--- config.mk ---
export PLATFORM = sky130hd
export DESIGN_NAME = als_core
export DESIGN_NICKNAME = d
export VERILOG_FILES = /design/src/design/als_core.v /design/src/design/als_alu.v
export VERILOG_INCLUDE_DIRS = /design/src /design/src/inc
export SDC_FILE = /design/constraint.sdc
export NUM_CORES = 1
export LEC_CHECK = 0
export ABC_AREA = 1
export BUFFER_PORTS_ARGS = -buffer_cell sky130_fd_sc_hd__buf_2
export CAP_MARGIN = 10
export CORE_ASPECT_RATIO = 1.5
export CORE_UTILIZATION = 35
export CTS_CLUSTER_SIZE = 30
export DETAILED_ROUTE_END_ITERATION = 8
export PLACE_DENSITY_LB_ADDON = 0.3
export SLEW_MARGIN = 10
export SYNTH_ARGS = -nofsm -noshare
export SYNTH_HDL_FRONTEND = slang
export SYNTH_SLANG_ARGS = --single-unit
--- constraint.sdc ---
create_clock -name clock -period 4.4 [get_ports clock]
set_input_delay 0.22 -clock clock [delete_from_list [all_inputs] [get_ports clock]]
set_output_delay 0.22 -clock clock [all_outputs]
set_load 0.01 [all_outputs]
--- src/inc/als_regs.vh ---
// Constants of the accumulator logic and subtract datapath slice
//
// What this block does
// - Subtract operand and carry_in from accumulator
// - Decode subtract in register, immediate, pointer, indexed forms
// - Low three bits select B,C,D,E,H,L,A
// - Operand from register, immediate, pointer_pair or index
// - Displacement is signed, added to index register
// - AND stores accumulator AND operand
// - OR stores accumulator OR operand
// - Exclusive-OR stores accumulator XOR operand, five forms
// - Cycles: 1/4, 2/7 (4,3), 5/19 (4,4,3,5,3)
// - Sign and zero flags follow the result
// - Subtract: half-borrow bit 4, subtract flag, borrow carry
// - Subtract clears carry when no borrow
// - AND sets half-carry, clears subtract and carry
// - OR clears half, subtract, carry; parity from result
// - Exclusive-OR clears half, subtract, carry; even parity
`ifndef ALS_REGS_VH
`define ALS_REGS_VH

// ----------------------------------------------------------------
// Opcode fields
// ----------------------------------------------------------------
`define ALS_PFX_IDX1    8'hdd
`define ALS_PFX_IDX2    8'hfd
`define ALS_GRP_REG     2'b10
`define ALS_GRP_IMM     2'b11
`define ALS_SRC_MEM     3'b110
`define ALS_OP_SBC      3'b011
`define ALS_OP_AND      3'b100
`define ALS_OP_XOR      3'b101
`define ALS_OP_OR       3'b110

// ----------------------------------------------------------------
// Register codes and register file
// ----------------------------------------------------------------
`define ALS_R_H         3'b100
`define ALS_R_L         3'b101
`define ALS_R_A         3'b111
`define ALS_RST_BYTE    8'h00
`define ALS_RST_WORD    16'h0000

// ----------------------------------------------------------------
// Flag positions in the flag byte
// ----------------------------------------------------------------
`define ALS_F_S         7
`define ALS_F_Z         6
`define ALS_F_H         4
`define ALS_F_PV        2
`define ALS_F_N         1
`define ALS_F_C         0

// ----------------------------------------------------------------
// Clock states per machine cycle
// ----------------------------------------------------------------
`define ALS_T_FETCH     3'd4
`define ALS_T_READ      3'd3
`define ALS_T_ADDR      3'd5

// ----------------------------------------------------------------
// Register port addresses and fields
// ----------------------------------------------------------------
`define ALS_A_F         4'h6
`define ALS_A_A         4'h7
`define ALS_A_IX1_LO    4'h8
`define ALS_A_IX1_HI    4'h9
`define ALS_A_IX2_LO    4'ha
`define ALS_A_IX2_HI    4'hb
`define ALS_A_CTRL      4'hc
`define ALS_A_STATUS    4'hd
`define ALS_A_LAST_M    4'he
`define ALS_A_LAST_T    4'hf
`define ALS_CTRL_RUN    0
`define ALS_ST_BUSY     0
`define ALS_ST_UNSUP    1

`endif

--- src/design/als_core.v ---
// Accumulator logic and subtract-with-borrow execution slice
//
// Implementation choices: the plain strobed port and the register addresses.
`include "als_regs.vh"
`default_nettype none

module als_core (
  // Clock, reset, enable
  input  wire        clock,
  input  wire        rst,
  input  wire        ce,
  // Register port
  input  wire [3:0]  reg_addr,
  input  wire [7:0]  reg_wdata,
  input  wire        reg_write,
  input  wire        reg_read,
  output reg  [7:0]  reg_rdata,
  // Byte supply from fetch and memory-read sequencing
  output wire        byte_req,
  output wire        byte_from_mem,
  output reg  [15:0] mem_addr,
  input  wire        byte_valid,
  input  wire [7:0]  byte_data,
  // Execution status
  output wire        busy,
  output reg         retire,
  output reg         unsupported,
  output reg  [7:0]  acc_out,
  output reg  [7:0]  flags_out,
  output reg  [2:0]  last_mcycles,
  output reg  [7:0]  last_tstates
);

  // ----------------------------------------------------------------
  // Machine-cycle states
  // ----------------------------------------------------------------
  localparam [2:0] S_M1   = 3'd0;   // Opcode or prefix fetch
  localparam [2:0] S_M1X  = 3'd1;   // Opcode fetch after index prefix
  localparam [2:0] S_RD   = 3'd2;   // Immediate, pointer or displacement read
  localparam [2:0] S_ADDR = 3'd3;   // Index address formation
  localparam [2:0] S_MEM  = 3'd4;   // Indexed memory operand read

  // ----------------------------------------------------------------
  // State
  // ----------------------------------------------------------------
  reg  [7:0]  gp [0:5];     // B, C, D, E, H, L by register code
  reg  [15:0] idx_one;      // index_register_one
  reg  [15:0] idx_two;      // index_register_two
  reg  [2:0]  state;        // Current machine cycle
  reg  [2:0]  tcnt;         // Clock state within machine cycle, from 1
  reg  [2:0]  mtot;         // Machine cycles finished this instruction
  reg  [7:0]  ttot;         // Clock states spent this instruction
  reg  [2:0]  op_q;         // Latched operation field
  reg         ptr_mode;     // Operand read addresses pointer_pair
  reg         idx_mode;     // Indexed form in progress
  reg         idx_sel;      // High selects index_register_two
  reg         run;          // Control: allow new instructions
  reg         unsup_sticky; // Status: an unsupported opcode was seen
  integer     i;            // Reset loop index

  // ----------------------------------------------------------------
  // Machine-cycle timing
  // ----------------------------------------------------------------
  reg  [2:0]  mlen;         // Clock states in current machine cycle
  wire        last_t;       // Final clock state of the machine cycle
  wire        need_byte;    // Machine cycle ends on a byte
  wire        take;         // Byte accepted this cycle
  wire        idle_wait;    // Parked at the first state, not running
  wire        advance;      // Clock state counts this cycle

  // Lengths per machine cycle: fetch 4, read 3, address 5
  always @* begin
    case (state)
      S_M1:    mlen = `ALS_T_FETCH;
      S_M1X:   mlen = `ALS_T_FETCH;
      S_ADDR:  mlen = `ALS_T_ADDR;
      default: mlen = `ALS_T_READ;
    endcase
  end

  assign last_t        = (tcnt == mlen);
  assign need_byte     = (state != S_ADDR);
  assign byte_req      = last_t & need_byte;
  // Memory side for pointer reads and the indexed operand read
  assign byte_from_mem = (state == S_MEM) | ((state == S_RD) & ptr_mode & ~idx_mode);
  assign take          = byte_req & byte_valid;
  // A late byte stretches the final state, like a wait state
  assign idle_wait     = (state == S_M1) & (tcnt == 3'd1) & ~run;
  assign advance       = ~idle_wait & ~(byte_req & ~byte_valid);
  assign busy          = ~((state == S_M1) & (tcnt == 3'd1));

  // ----------------------------------------------------------------
  // Opcode decode of the byte on offer
  // ----------------------------------------------------------------
  wire [1:0]  grp;          // Top two opcode bits
  wire [2:0]  fld;          // Operation field
  wire [2:0]  rcode;        // Register code in low bits
  wire        ours;         // Field names one of the four operations
  wire        is_prefix;    // Index prefix byte
  wire        is_reg;       // Register form
  wire        is_ptr;       // Pointer-indirect form, also indexed opcode
  wire        is_imm;       // Immediate form

  assign grp       = byte_data[7:6];
  assign fld       = byte_data[5:3];
  assign rcode     = byte_data[2:0];
  // Subtract, AND, exclusive-OR and OR only
  assign ours      = (fld == `ALS_OP_SBC) | (fld == `ALS_OP_AND) |
                     (fld == `ALS_OP_XOR) | (fld == `ALS_OP_OR);
  assign is_prefix = (byte_data == `ALS_PFX_IDX1) |
                     (byte_data == `ALS_PFX_IDX2);
  assign is_reg    = (grp == `ALS_GRP_REG) & ours & (rcode != `ALS_SRC_MEM);
  assign is_ptr    = (grp == `ALS_GRP_REG) & ours & (rcode == `ALS_SRC_MEM);
  assign is_imm    = (grp == `ALS_GRP_IMM) & ours & (rcode == `ALS_SRC_MEM);

  // ----------------------------------------------------------------
  // Operand selection
  // ----------------------------------------------------------------
  reg  [7:0]  reg_opnd;     // Register named by the low opcode bits
  wire [7:0]  alu_opnd;     // Operand for the operation
  wire [2:0]  alu_op;       // Operation in force
  wire [7:0]  alu_res;      // Operation result
  wire [7:0]  alu_flags;    // Flags from the operation

  // Code 110 means a memory operand: it gives 00 here and is never executed
  always @* begin
    if (rcode == `ALS_R_A) begin
      reg_opnd = acc_out;
    end else if (rcode == `ALS_SRC_MEM) begin
      reg_opnd = 8'h00;
    end else begin
      reg_opnd = gp[rcode];
    end
  end

  // Register form executes on the opcode byte itself
  assign alu_opnd = (state == S_M1) ? reg_opnd : byte_data;
  assign alu_op   = (state == S_M1) ? fld : op_q;

  als_alu u_alu (
    .op       (alu_op),
    .acc      (acc_out),
    .opnd     (alu_opnd),
    .carry_in (flags_out[`ALS_F_C]),
    .result   (alu_res),
    .flags    (alu_flags)
  );

  // ----------------------------------------------------------------
  // Execution and address formation
  // ----------------------------------------------------------------
  wire        exec;         // Write result and flags this cycle
  wire        done;         // Instruction ends this cycle
  wire        bad;          // Opcode outside this slice
  wire [15:0] idx_base;     // Selected index register
  wire [15:0] disp_ext;     // Sign-extended displacement
  wire [15:0] pointer_pair; // H and L as one address

  assign exec = take & (((state == S_M1) & is_reg) |
                        ((state == S_RD) & ~idx_mode) |
                        (state == S_MEM));
  assign bad  = take & (((state == S_M1) & ~is_prefix & ~is_reg & ~is_ptr & ~is_imm) |
                        ((state == S_M1X) & ~is_ptr));
  assign done = exec | bad;

  assign idx_base     = idx_sel ? idx_two : idx_one;
  assign disp_ext     = {{8{byte_data[7]}}, byte_data};
  assign pointer_pair = {gp[`ALS_R_H], gp[`ALS_R_L]};

  // ----------------------------------------------------------------
  // Register port read
  // ----------------------------------------------------------------
  reg  [7:0]  rd_mux;       // Value presented for a read

  always @* begin
    case (reg_addr)
      `ALS_A_F:      rd_mux = flags_out;
      `ALS_A_A:      rd_mux = acc_out;
      `ALS_A_IX1_LO: rd_mux = idx_one[7:0];
      `ALS_A_IX1_HI: rd_mux = idx_one[15:8];
      `ALS_A_IX2_LO: rd_mux = idx_two[7:0];
      `ALS_A_IX2_HI: rd_mux = idx_two[15:8];
      `ALS_A_CTRL:   rd_mux = {7'h00, run};
      `ALS_A_STATUS: rd_mux = {6'h00, unsup_sticky, busy};
      `ALS_A_LAST_M: rd_mux = {5'h00, last_mcycles};
      `ALS_A_LAST_T: rd_mux = last_tstates;
      default: begin
        // Addresses 0 to 5 are the general registers
        rd_mux = gp[reg_addr[2:0]];
      end
    endcase
  end

  // ----------------------------------------------------------------
  // Sequencer, register file and accumulator
  // ----------------------------------------------------------------
  // Machine results override a software write to A or F in the same cycle
  always @(posedge clock) begin
    if (rst) begin
      for (i = 0; i < 6; i = i + 1) begin
        gp[i] <= `ALS_RST_BYTE;
      end
      idx_one      <= `ALS_RST_WORD;
      idx_two      <= `ALS_RST_WORD;
      acc_out      <= `ALS_RST_BYTE;
      flags_out    <= `ALS_RST_BYTE;
      state        <= S_M1;
      tcnt         <= 3'd1;
      mtot         <= 3'd0;
      ttot         <= 8'h00;
      op_q         <= 3'd0;
      ptr_mode     <= 1'b0;
      idx_mode     <= 1'b0;
      idx_sel      <= 1'b0;
      mem_addr     <= `ALS_RST_WORD;
      run          <= 1'b0;
      unsup_sticky <= 1'b0;
      retire       <= 1'b0;
      unsupported  <= 1'b0;
      last_mcycles <= 3'd0;
      last_tstates <= 8'h00;
      reg_rdata    <= 8'h00;
    end else if (ce) begin
      // Read data stand for one cycle only
      reg_rdata   <= reg_read ? rd_mux : 8'h00;
      retire      <= done;
      unsupported <= bad;
      // Software writes
      if (reg_write) begin
        case (reg_addr)
          `ALS_A_F:      flags_out     <= reg_wdata;
          `ALS_A_A:      acc_out       <= reg_wdata;
          `ALS_A_IX1_LO: idx_one[7:0]  <= reg_wdata;
          `ALS_A_IX1_HI: idx_one[15:8] <= reg_wdata;
          `ALS_A_IX2_LO: idx_two[7:0]  <= reg_wdata;
          `ALS_A_IX2_HI: idx_two[15:8] <= reg_wdata;
          `ALS_A_CTRL:   run           <= reg_wdata[`ALS_CTRL_RUN];
          `ALS_A_STATUS: begin
            // Write one to clear; a new event below still wins
            if (reg_wdata[`ALS_ST_UNSUP]) begin
              unsup_sticky <= 1'b0;
            end
          end
          `ALS_A_LAST_M: begin
            // Read only
          end
          `ALS_A_LAST_T: begin
            // Read only
          end
          default: begin
            gp[reg_addr[2:0]] <= reg_wdata;
          end
        endcase
      end
      if (bad) begin
        unsup_sticky <= 1'b1;
      end
      // Result write-back to the accumulator
      if (exec) begin
        acc_out   <= alu_res;
        flags_out <= alu_flags;
      end
      // Clock-state and machine-cycle stepping
      if (advance) begin
        ttot <= ttot + 8'h01;
        if (!last_t) begin
          tcnt <= tcnt + 3'd1;
        end else begin
          tcnt <= 3'd1;
          mtot <= mtot + 3'd1;
          case (state)
            S_M1: begin
              if (is_prefix) begin
                idx_sel <= (byte_data == `ALS_PFX_IDX2);
                state   <= S_M1X;
              end else if (is_ptr | is_imm) begin
                op_q     <= fld;
                ptr_mode <= is_ptr;
                idx_mode <= 1'b0;
                mem_addr <= pointer_pair;
                state    <= S_RD;
              end
            end
            S_M1X: begin
              if (is_ptr) begin
                op_q     <= fld;
                idx_mode <= 1'b1;
                state    <= S_RD;
              end
            end
            S_RD: begin
              if (idx_mode) begin
                mem_addr <= idx_base + disp_ext;
                state    <= S_ADDR;
              end
            end
            S_ADDR: begin
              state <= S_MEM;
            end
            S_MEM: begin
              state <= S_M1;
            end
            default: begin
              state <= S_M1;
            end
          endcase
          // Record the totals and park for the next opcode
          if (done) begin
            state        <= S_M1;
            mtot         <= 3'd0;
            ttot         <= 8'h00;
            last_mcycles <= mtot + 3'd1;
            last_tstates <= ttot + 8'h01;
          end
        end
      end
    end
  end

endmodule
`default_nettype wire

--- src/design/als_alu.v ---
// Combinational result and flag generator for the four operations
`include "als_regs.vh"
`default_nettype none

module als_alu (
  // Operation select
  input  wire [2:0] op,
  // Operands
  input  wire [7:0] acc,
  input  wire [7:0] opnd,
  input  wire       carry_in,
  // Result
  output reg  [7:0] result,
  output reg  [7:0] flags
);

  // ----------------------------------------------------------------
  // Subtract with borrow arithmetic
  // ----------------------------------------------------------------
  wire [8:0] diff_full;   // Nine bits, top bit is the borrow out
  wire [4:0] diff_low;    // Low nibble, top bit is borrow from bit 4
  assign diff_full = {1'b0, acc} - {1'b0, opnd} - {8'h00, carry_in};
  assign diff_low  = {1'b0, acc[3:0]} - {1'b0, opnd[3:0]} - {4'h0, carry_in};

  // ----------------------------------------------------------------
  // Result and flag selection
  // ----------------------------------------------------------------
  // Unused flag bits read as zero
  always @* begin
    result = 8'h00;
    flags  = 8'h00;
    case (op)
      `ALS_OP_SBC: begin
        result              = diff_full[7:0];
        flags[`ALS_F_H]     = diff_low[4];
        flags[`ALS_F_N]     = 1'b1;
        flags[`ALS_F_C]     = diff_full[8];
        // Overflow only when signs differ and result sign leaves acc
        flags[`ALS_F_PV]    = (acc[7] ^ opnd[7]) & (acc[7] ^ diff_full[7]);
      end
      `ALS_OP_AND: begin
        result              = acc & opnd;
        flags[`ALS_F_H]     = 1'b1;
        flags[`ALS_F_PV]    = ~^(acc & opnd);
      end
      `ALS_OP_OR: begin
        result              = acc | opnd;
        flags[`ALS_F_PV]    = ~^(acc | opnd);
      end
      `ALS_OP_XOR: begin
        result              = acc ^ opnd;
        flags[`ALS_F_PV]    = ~^(acc ^ opnd);
      end
      default: begin
        result = acc;
      end
    endcase
    // Sign and zero common to all four operations
    flags[`ALS_F_S] = result[7];
    flags[`ALS_F_Z] = (result == 8'h00);
  end

endmodule
`default_nettype wire

==> Yosys cells after proc, flatten, opt, wreduce, memory -nomap -nowiden <==
Memories as Yosys holds them, arrays and structs flattened.
Cells that the tools add are included.
{ "op_classes": {"n_addsub": 8, "n_eq_ne": 39, "muxes": 54, "n_bitwise": 48, "n_reduce_logical": 32} }
{ "ops": {"columns": ["operator", "n"], "rows": [
  ["8-bit two-way mux", 13],
  ["8-bit case mux with 10 select lines", 1],
  ["16-bit two-way mux", 4],
  ["3-bit two-way mux", 12],
  ["4-bit == test, second input constant", 8],
  ["16-bit case mux with 2 select lines", 1],
  ["8-bit case mux with 4 select lines", 1],
  ["3-bit == test, second input constant", 9],
  ["3-bit AND reduction", 8],
  ["8-bit XNOR reduction", 3],
  ["1-bit AND", 23],
  ["16-bit adder", 1],
  ["8-bit == test, second input constant", 2],
  ["2-bit nonzero test", 8],
  ["1-bit two-way mux", 15],
  ["7-bit AND reduction", 2],
  ["3-bit by 2-bit == test with 1-bit output, second input constant", 4],
  ["3-bit case mux with 2 select lines", 2],
  ["3-bit case mux with 4 select lines", 1],
  ["6-bit AND reduction", 2],
  ["1-bit NOT", 10],
  ["1-bit bitwise OR", 10],
  ["10-bit OR reduction", 1],
  ["3-bit inequality test, second input constant", 3],
  ["28 further kinds", 37]
]} }
{ "totals": {"reg_bits": 110, "ramBits": 48, "inputBits": 26, "output_inout_bits": 56, "mem_count": 1} }
{ "mem_list": {"columns": ["name", "words", "width", "rd", "rd_ports_with_merged_regs", "wr", "line_no", "rtl"], "rows": [
  ["gp", 6, 8, 4, 0, 6, "als_core.v:46", "reg [7:0] gp [0:5];"]
]} }

==> Longest topological paths before layout <==
{ "depth": {"word_depth": 15, "mapped_depth": 24, "ltp_nobuf": 23} }

==> Hierarchy <==
From an unflattened synthesis, not the netlist that was laid out.
{ "unflattened": {"cells_unflattened": 1638, "area_unflattened_um2": 11153.2} }
{ "modules_own_cells": {"columns": ["module", "instances", "cells_per_inst", "area_per_inst_um2", "seq_area_each_um2"], "rows": [
  ["als_core", 1, 1372, 9606.7, 4063.9],
  ["als_alu", 1, 266, 1546.5, 0.0]
]} }

==> Least setup slack after synthesis <==
OpenSTA, ideal clock, no wires.
{ "synth_timing": {"kind": "register -> register", "startpoint": "reg state[2]", "endpoint": "reg flags_out[6]", "setup_time_ns": 0.070, "t_arrival_ns": 3.073, "setup_slack_ns": 1.257, "stages_incl_launch_ff": 22, "path_buffers": 1, "cell_sequence": "dfxtp_1 nor2_4 nand2_4 clkbuf_1 nor2_1 inv_1 nand2_1 a22oi_1 fa_1 fa_1 nand2_1 nand2_1 nand2_1 xnor2_1 nor2_1 nor2_1 nand2_1 nor2_1 nand2_1 nor2_1 nand2_1 a21oi_1"} }
{ "synth_between": {"elab_chain_len": 9, "elab_cells_between_ends": 33, "classes_between": "add/sub: 2; eq/ne: 10; mux: 5; bitwise: 10; reduce/logical: 6"} }
{ "synth_lines": {"columns": ["element", "line_no", "rtl"], "rows": [
  ["from (decl)", "als_core.v:49", "reg [2:0] state;"],
  ["from (signal assigned)", "als_core.v:207", "state <= S_M1;"],
  ["from (signal assigned)", "als_core.v:275", "state <= S_M1X;"],
  ["from (signal assigned)", "als_core.v:281", "state <= S_RD;"],
  ["branches (longest 9 deep; another with 8-bit by 8-bit subtractor with 9-bit output)", null, null],
  ["to (signal assigned)", "als_core.v:206", "flags_out <= `ALS_RST_BYTE;"],
  ["to (signal assigned)", "als_core.v:231", "`ALS_A_F: flags_out <= reg_wdata;"],
  ["to (signal assigned)", "als_core.v:261", "flags_out <= alu_flags;"],
  ["to (decl)", "als_core.v:29", "output reg [7:0] flags_out,"]
]} }
Parallel ways; which one is timed is not known.
A chain may end at the register's enable or synchronous reset.

==> Worst setup path after layout <==
Ends and elaborated chain as after synthesis.

==> results.py <==
metrics = {
    "critical_path": {
        "ff2ff_path_depth": 21,
        "rr_endpoint": "flags_out[6]",
        "criticalPathCategory": "reg2reg",
        "cp-start-kind": "flop",
        "cpMaxStageDelayCell": "fa_1",
        "worstSetupEndpointType": "flop",
        "worstPathArrival_ps": 3910,
        "r2r_start": "state[2]",
        "crit_fanout": 17,
        "max_stage_delay_ps": 430,
        "required_ps": 4790,
        "crit_top_cell": "nand2_1",
        "ff2ff_setup_slack_ps": 880,
        "worstPathCellList": "nor2_4, nand2_4, nor2_1, inv_1, nand2_1, a22oi_1, buf_4, fa_1, fa_1, nand2_1, nand2_1, nand2_1, xnor2_1, nor2_1, nor2_1, nand2_1, nor2_1, nand2_1, nor2_1, nand2_1, a21oi_1",
    },
    "finish": {
        "nets": 1587,
        "area_growth_pct": 12.8,
        "fin_util": 0.400,
        "stdcell_count": 1923,
        "drive_above_1_share": 0.112,
    },
    "pwr": {
        "power_w": 0.00437,
        "power.density_nw_per_um2": 362,
        "vdd_drop_max_mv": 0.215,
        "power.leakage_nw": 5.16,
    },
    "synthesis": {
        "syn_inst": 1435,
        "synth_cell_type_count": 56,
        "synth_top_cell_by_area": "dfxtp_1",
        "synth-simple-area-share": 0.226,
        "synth.avg_cell_area_um2": 7.45,
        "ys.flop_type": "dfxtp_1",
        "yosysMostFrequentCell": "nand2_1",
        "synth_seq_cells": 173,
        "synth_compound_area_frac": 0.205,
        "synthArstFlopShare": 0,
        "synth_edf_count": 63,
        "synth_top_area_frac": 0.206,
        "yosys_warnings": 0,
        "synth_top_family_by_area": "simple AND/OR/NAND/NOR gates",
        "ys_seq_area_frac": 0.383,
        "yosys-top-cells-area": "dfxtp_1 21%, edfxtp_1 18%, nand2_1 8.3%",
        "netlist_top_cells_count": "235 x nand2_1, 183 x nor2_1, 168 x inv_1, 144 x o21ai_0, 114 x a21oi_1",
        "synth-xor-area-share": 0.0328,
        "netlist_area_um2": 10700,
        "synth.mux.area_fraction": 0.000937,
        "synth-adder-area-share": 0.0630,
    },
    "floorplanning": {
        "die_x_um": 145,
        "io_pins": 82,
        "die-area_um2": 31200,
        "core_um2": 30200,
        "start_util": 0.354,
        "rows": 78,
        "die_y_um": 216,
    },
    "clock_tree": {
        "ctsResizeCount": 0,
        "insertion_delay_ps": 460,
        "cts_tree": "yes",
        "holdBufCountCts": 0,
        "cts_made_buffers": 17,
        "cts_setup_buffers": 0,
        "htree_levels": 4,
        "path_clk_slew_ps": 70,
        "clock_sinks": 173,
        "cts-root-buf": "clkbuf_16",
        "cts.path.max_buffers": 2,
    },
    "route": {
        "antenna_left": 0,
        "firstDrtPassIters": 6,
        "vias": 10400,
        "drc": 0,
        "avgViaCountPerCell": 5.41,
        "wl_mm": 39.4,
        "wl_per_cell_um": 20.5,
        "drt_first_iter_violations": 971,
    },
    "placement": {
        "port_buffers": 81,
        "placedCellCount": 1890,
        "place_congestion": 1.02,
        "hpwl_mm": 31.1,
    },
    "hold_path": {
        "hold_start": "reg_wdata[4]",
        "whs_endpoint": "idx_two[4]",
        "hp-class": "in2reg",
        "hold_depth": 3,
    },
    "sta": {
        "holdWs_ps": 101,
        "finClkSkew_ps": 12.4,
        "relSlewSlack": 0.236,
        "setup_viol": 0,
        "tightest_slew_ps": 1130,
        "fin_crit_ps": 3520,
        "hold_violations": 0,
        "drv_slew": 0,
        "fmax_ghz": 0.284,
        "rsz0062_at_grt": "no",
        "tns_ps": 0,
        "min_period_over_period": 0.800,
    },
    "global_route": {
        "grt_pass1_vias": 9990,
        "grt_max_degree": 46,
        "grt_usage": 0.259,
        "grt_pass1_wl_mm": 58.7,
        "antenna_found_initial": 1,
        "grt_overflow": 0,
    },
    "status": {
        "outcome": "finished, final reports clean",
    },
    "job": {
        "drv_cap": 0,
    },
}
-- state kept, by name (all words and copies together), names as in the netlist, 8 cells and up --
register	count
reg_rdata	8
idx_one	16
ttot	8
last_tstates	8
idx_two	16
flags_out	8
mem_addr	16
acc_out	8
gp	63
-- worst max-delay path by stage --
stage / from / to / slack (ps) / cells past startpoint
floorplan: state[2] / flags_out[6] / 1260 / 21
global placement: byte_data[0] / flags_out[6] / 790 / 21
detailed placement: byte_data[0] / flags_out[6] / 810 / 21
CTS: state[2] / flags_out[6] / 910 / 21
global route: state[2] / flags_out[6] / 620 / 23
finish: state[2] / flags_out[6] / 880 / 21
-- power breakdown --
part,switching (W),leakage (nW),internal [W]
clock network,0.000679,0.276,0.000816
registers,0.0000712,1.49,0.00174
logic,0.000713,3.39,0.000352
total,0.00146,5.16,0.00290
-- cell families (layout without fill, tap and decap cells) --
logic type | after synthesis | in the layout
simple gates | 553 | 553
compound gates | 380 | 380
mux | 1 | 1
fa+ha+maj | 52 | 52
buf+inv | 235 | 308
other cells | 1 | 16
xor+xnor | 40 | 40
flops | 173 | 173
-- worst max-delay path, delay by kind of cell (launching register included) --
kind                     cells  cell delay (ps)
adder cells (fa/ha/maj)      2              850
buffers and inverters        2              320
AND/OR/NAND/NOR             14             1550
flip-flops                   1              380
XOR/XNOR                     1              150
AO/OA/AOI/OAI                2              190
-- cell usage in the layout, fill, tap and decap left out, types with 4 or more instances in the layout --
master and n:
o22ai_1 31, nand3_1 69, xnor2_1 22, a31oi_1 12, o21ai_0 144, inv_1 168
nand4_1 17, a22oi_1 8, clkinv_1 5, o211ai_1 5, inv_2 9, a221oi_1 5
a211oi_1 9, clkinv_4 5, o311ai_0 6, nand2_2 6, edfxtp_1 63, nor2_1 183
ha_1 49, nand3_2 7, o2111ai_1 4, o221ai_1 11, buf_4 11, nor3_1 18
a21oi_1 114, dfxtp_1 110, nand2_1 235, o21ai_1 12, clkbuf_16 18, xor2_1 18
conb_1 15, buf_2 81
-- layout make-up --
type	count	area [µm²]
diodes	1	2.50
repair buffers	92	488
well taps	400	500
clock inverters	12	114
clock buffers	20	458
inverters	184	696
multi-input cells	1041	5700
fillers	3168	18100
flip-flops and latches	173	4090
-- layer usage --
layer  up-vias  wire length [µm]  global-route usage
met1      4893             14900               0.290
met5         -                 0                   0
li1       4997                 -                   -
met2       401             19300               0.436
met3       114              2030              0.0335
met4         0              3160               0.209
-- through the flow --
stage               area, µm²  worst slack, ps
finish                  12000              880
floorplan               10700             1260
detailed placement      11500              813
global placement        11500              792
CTS                     12000              911
global route            12000              623
No activity file was read; power rests on OpenSTA's default activity.
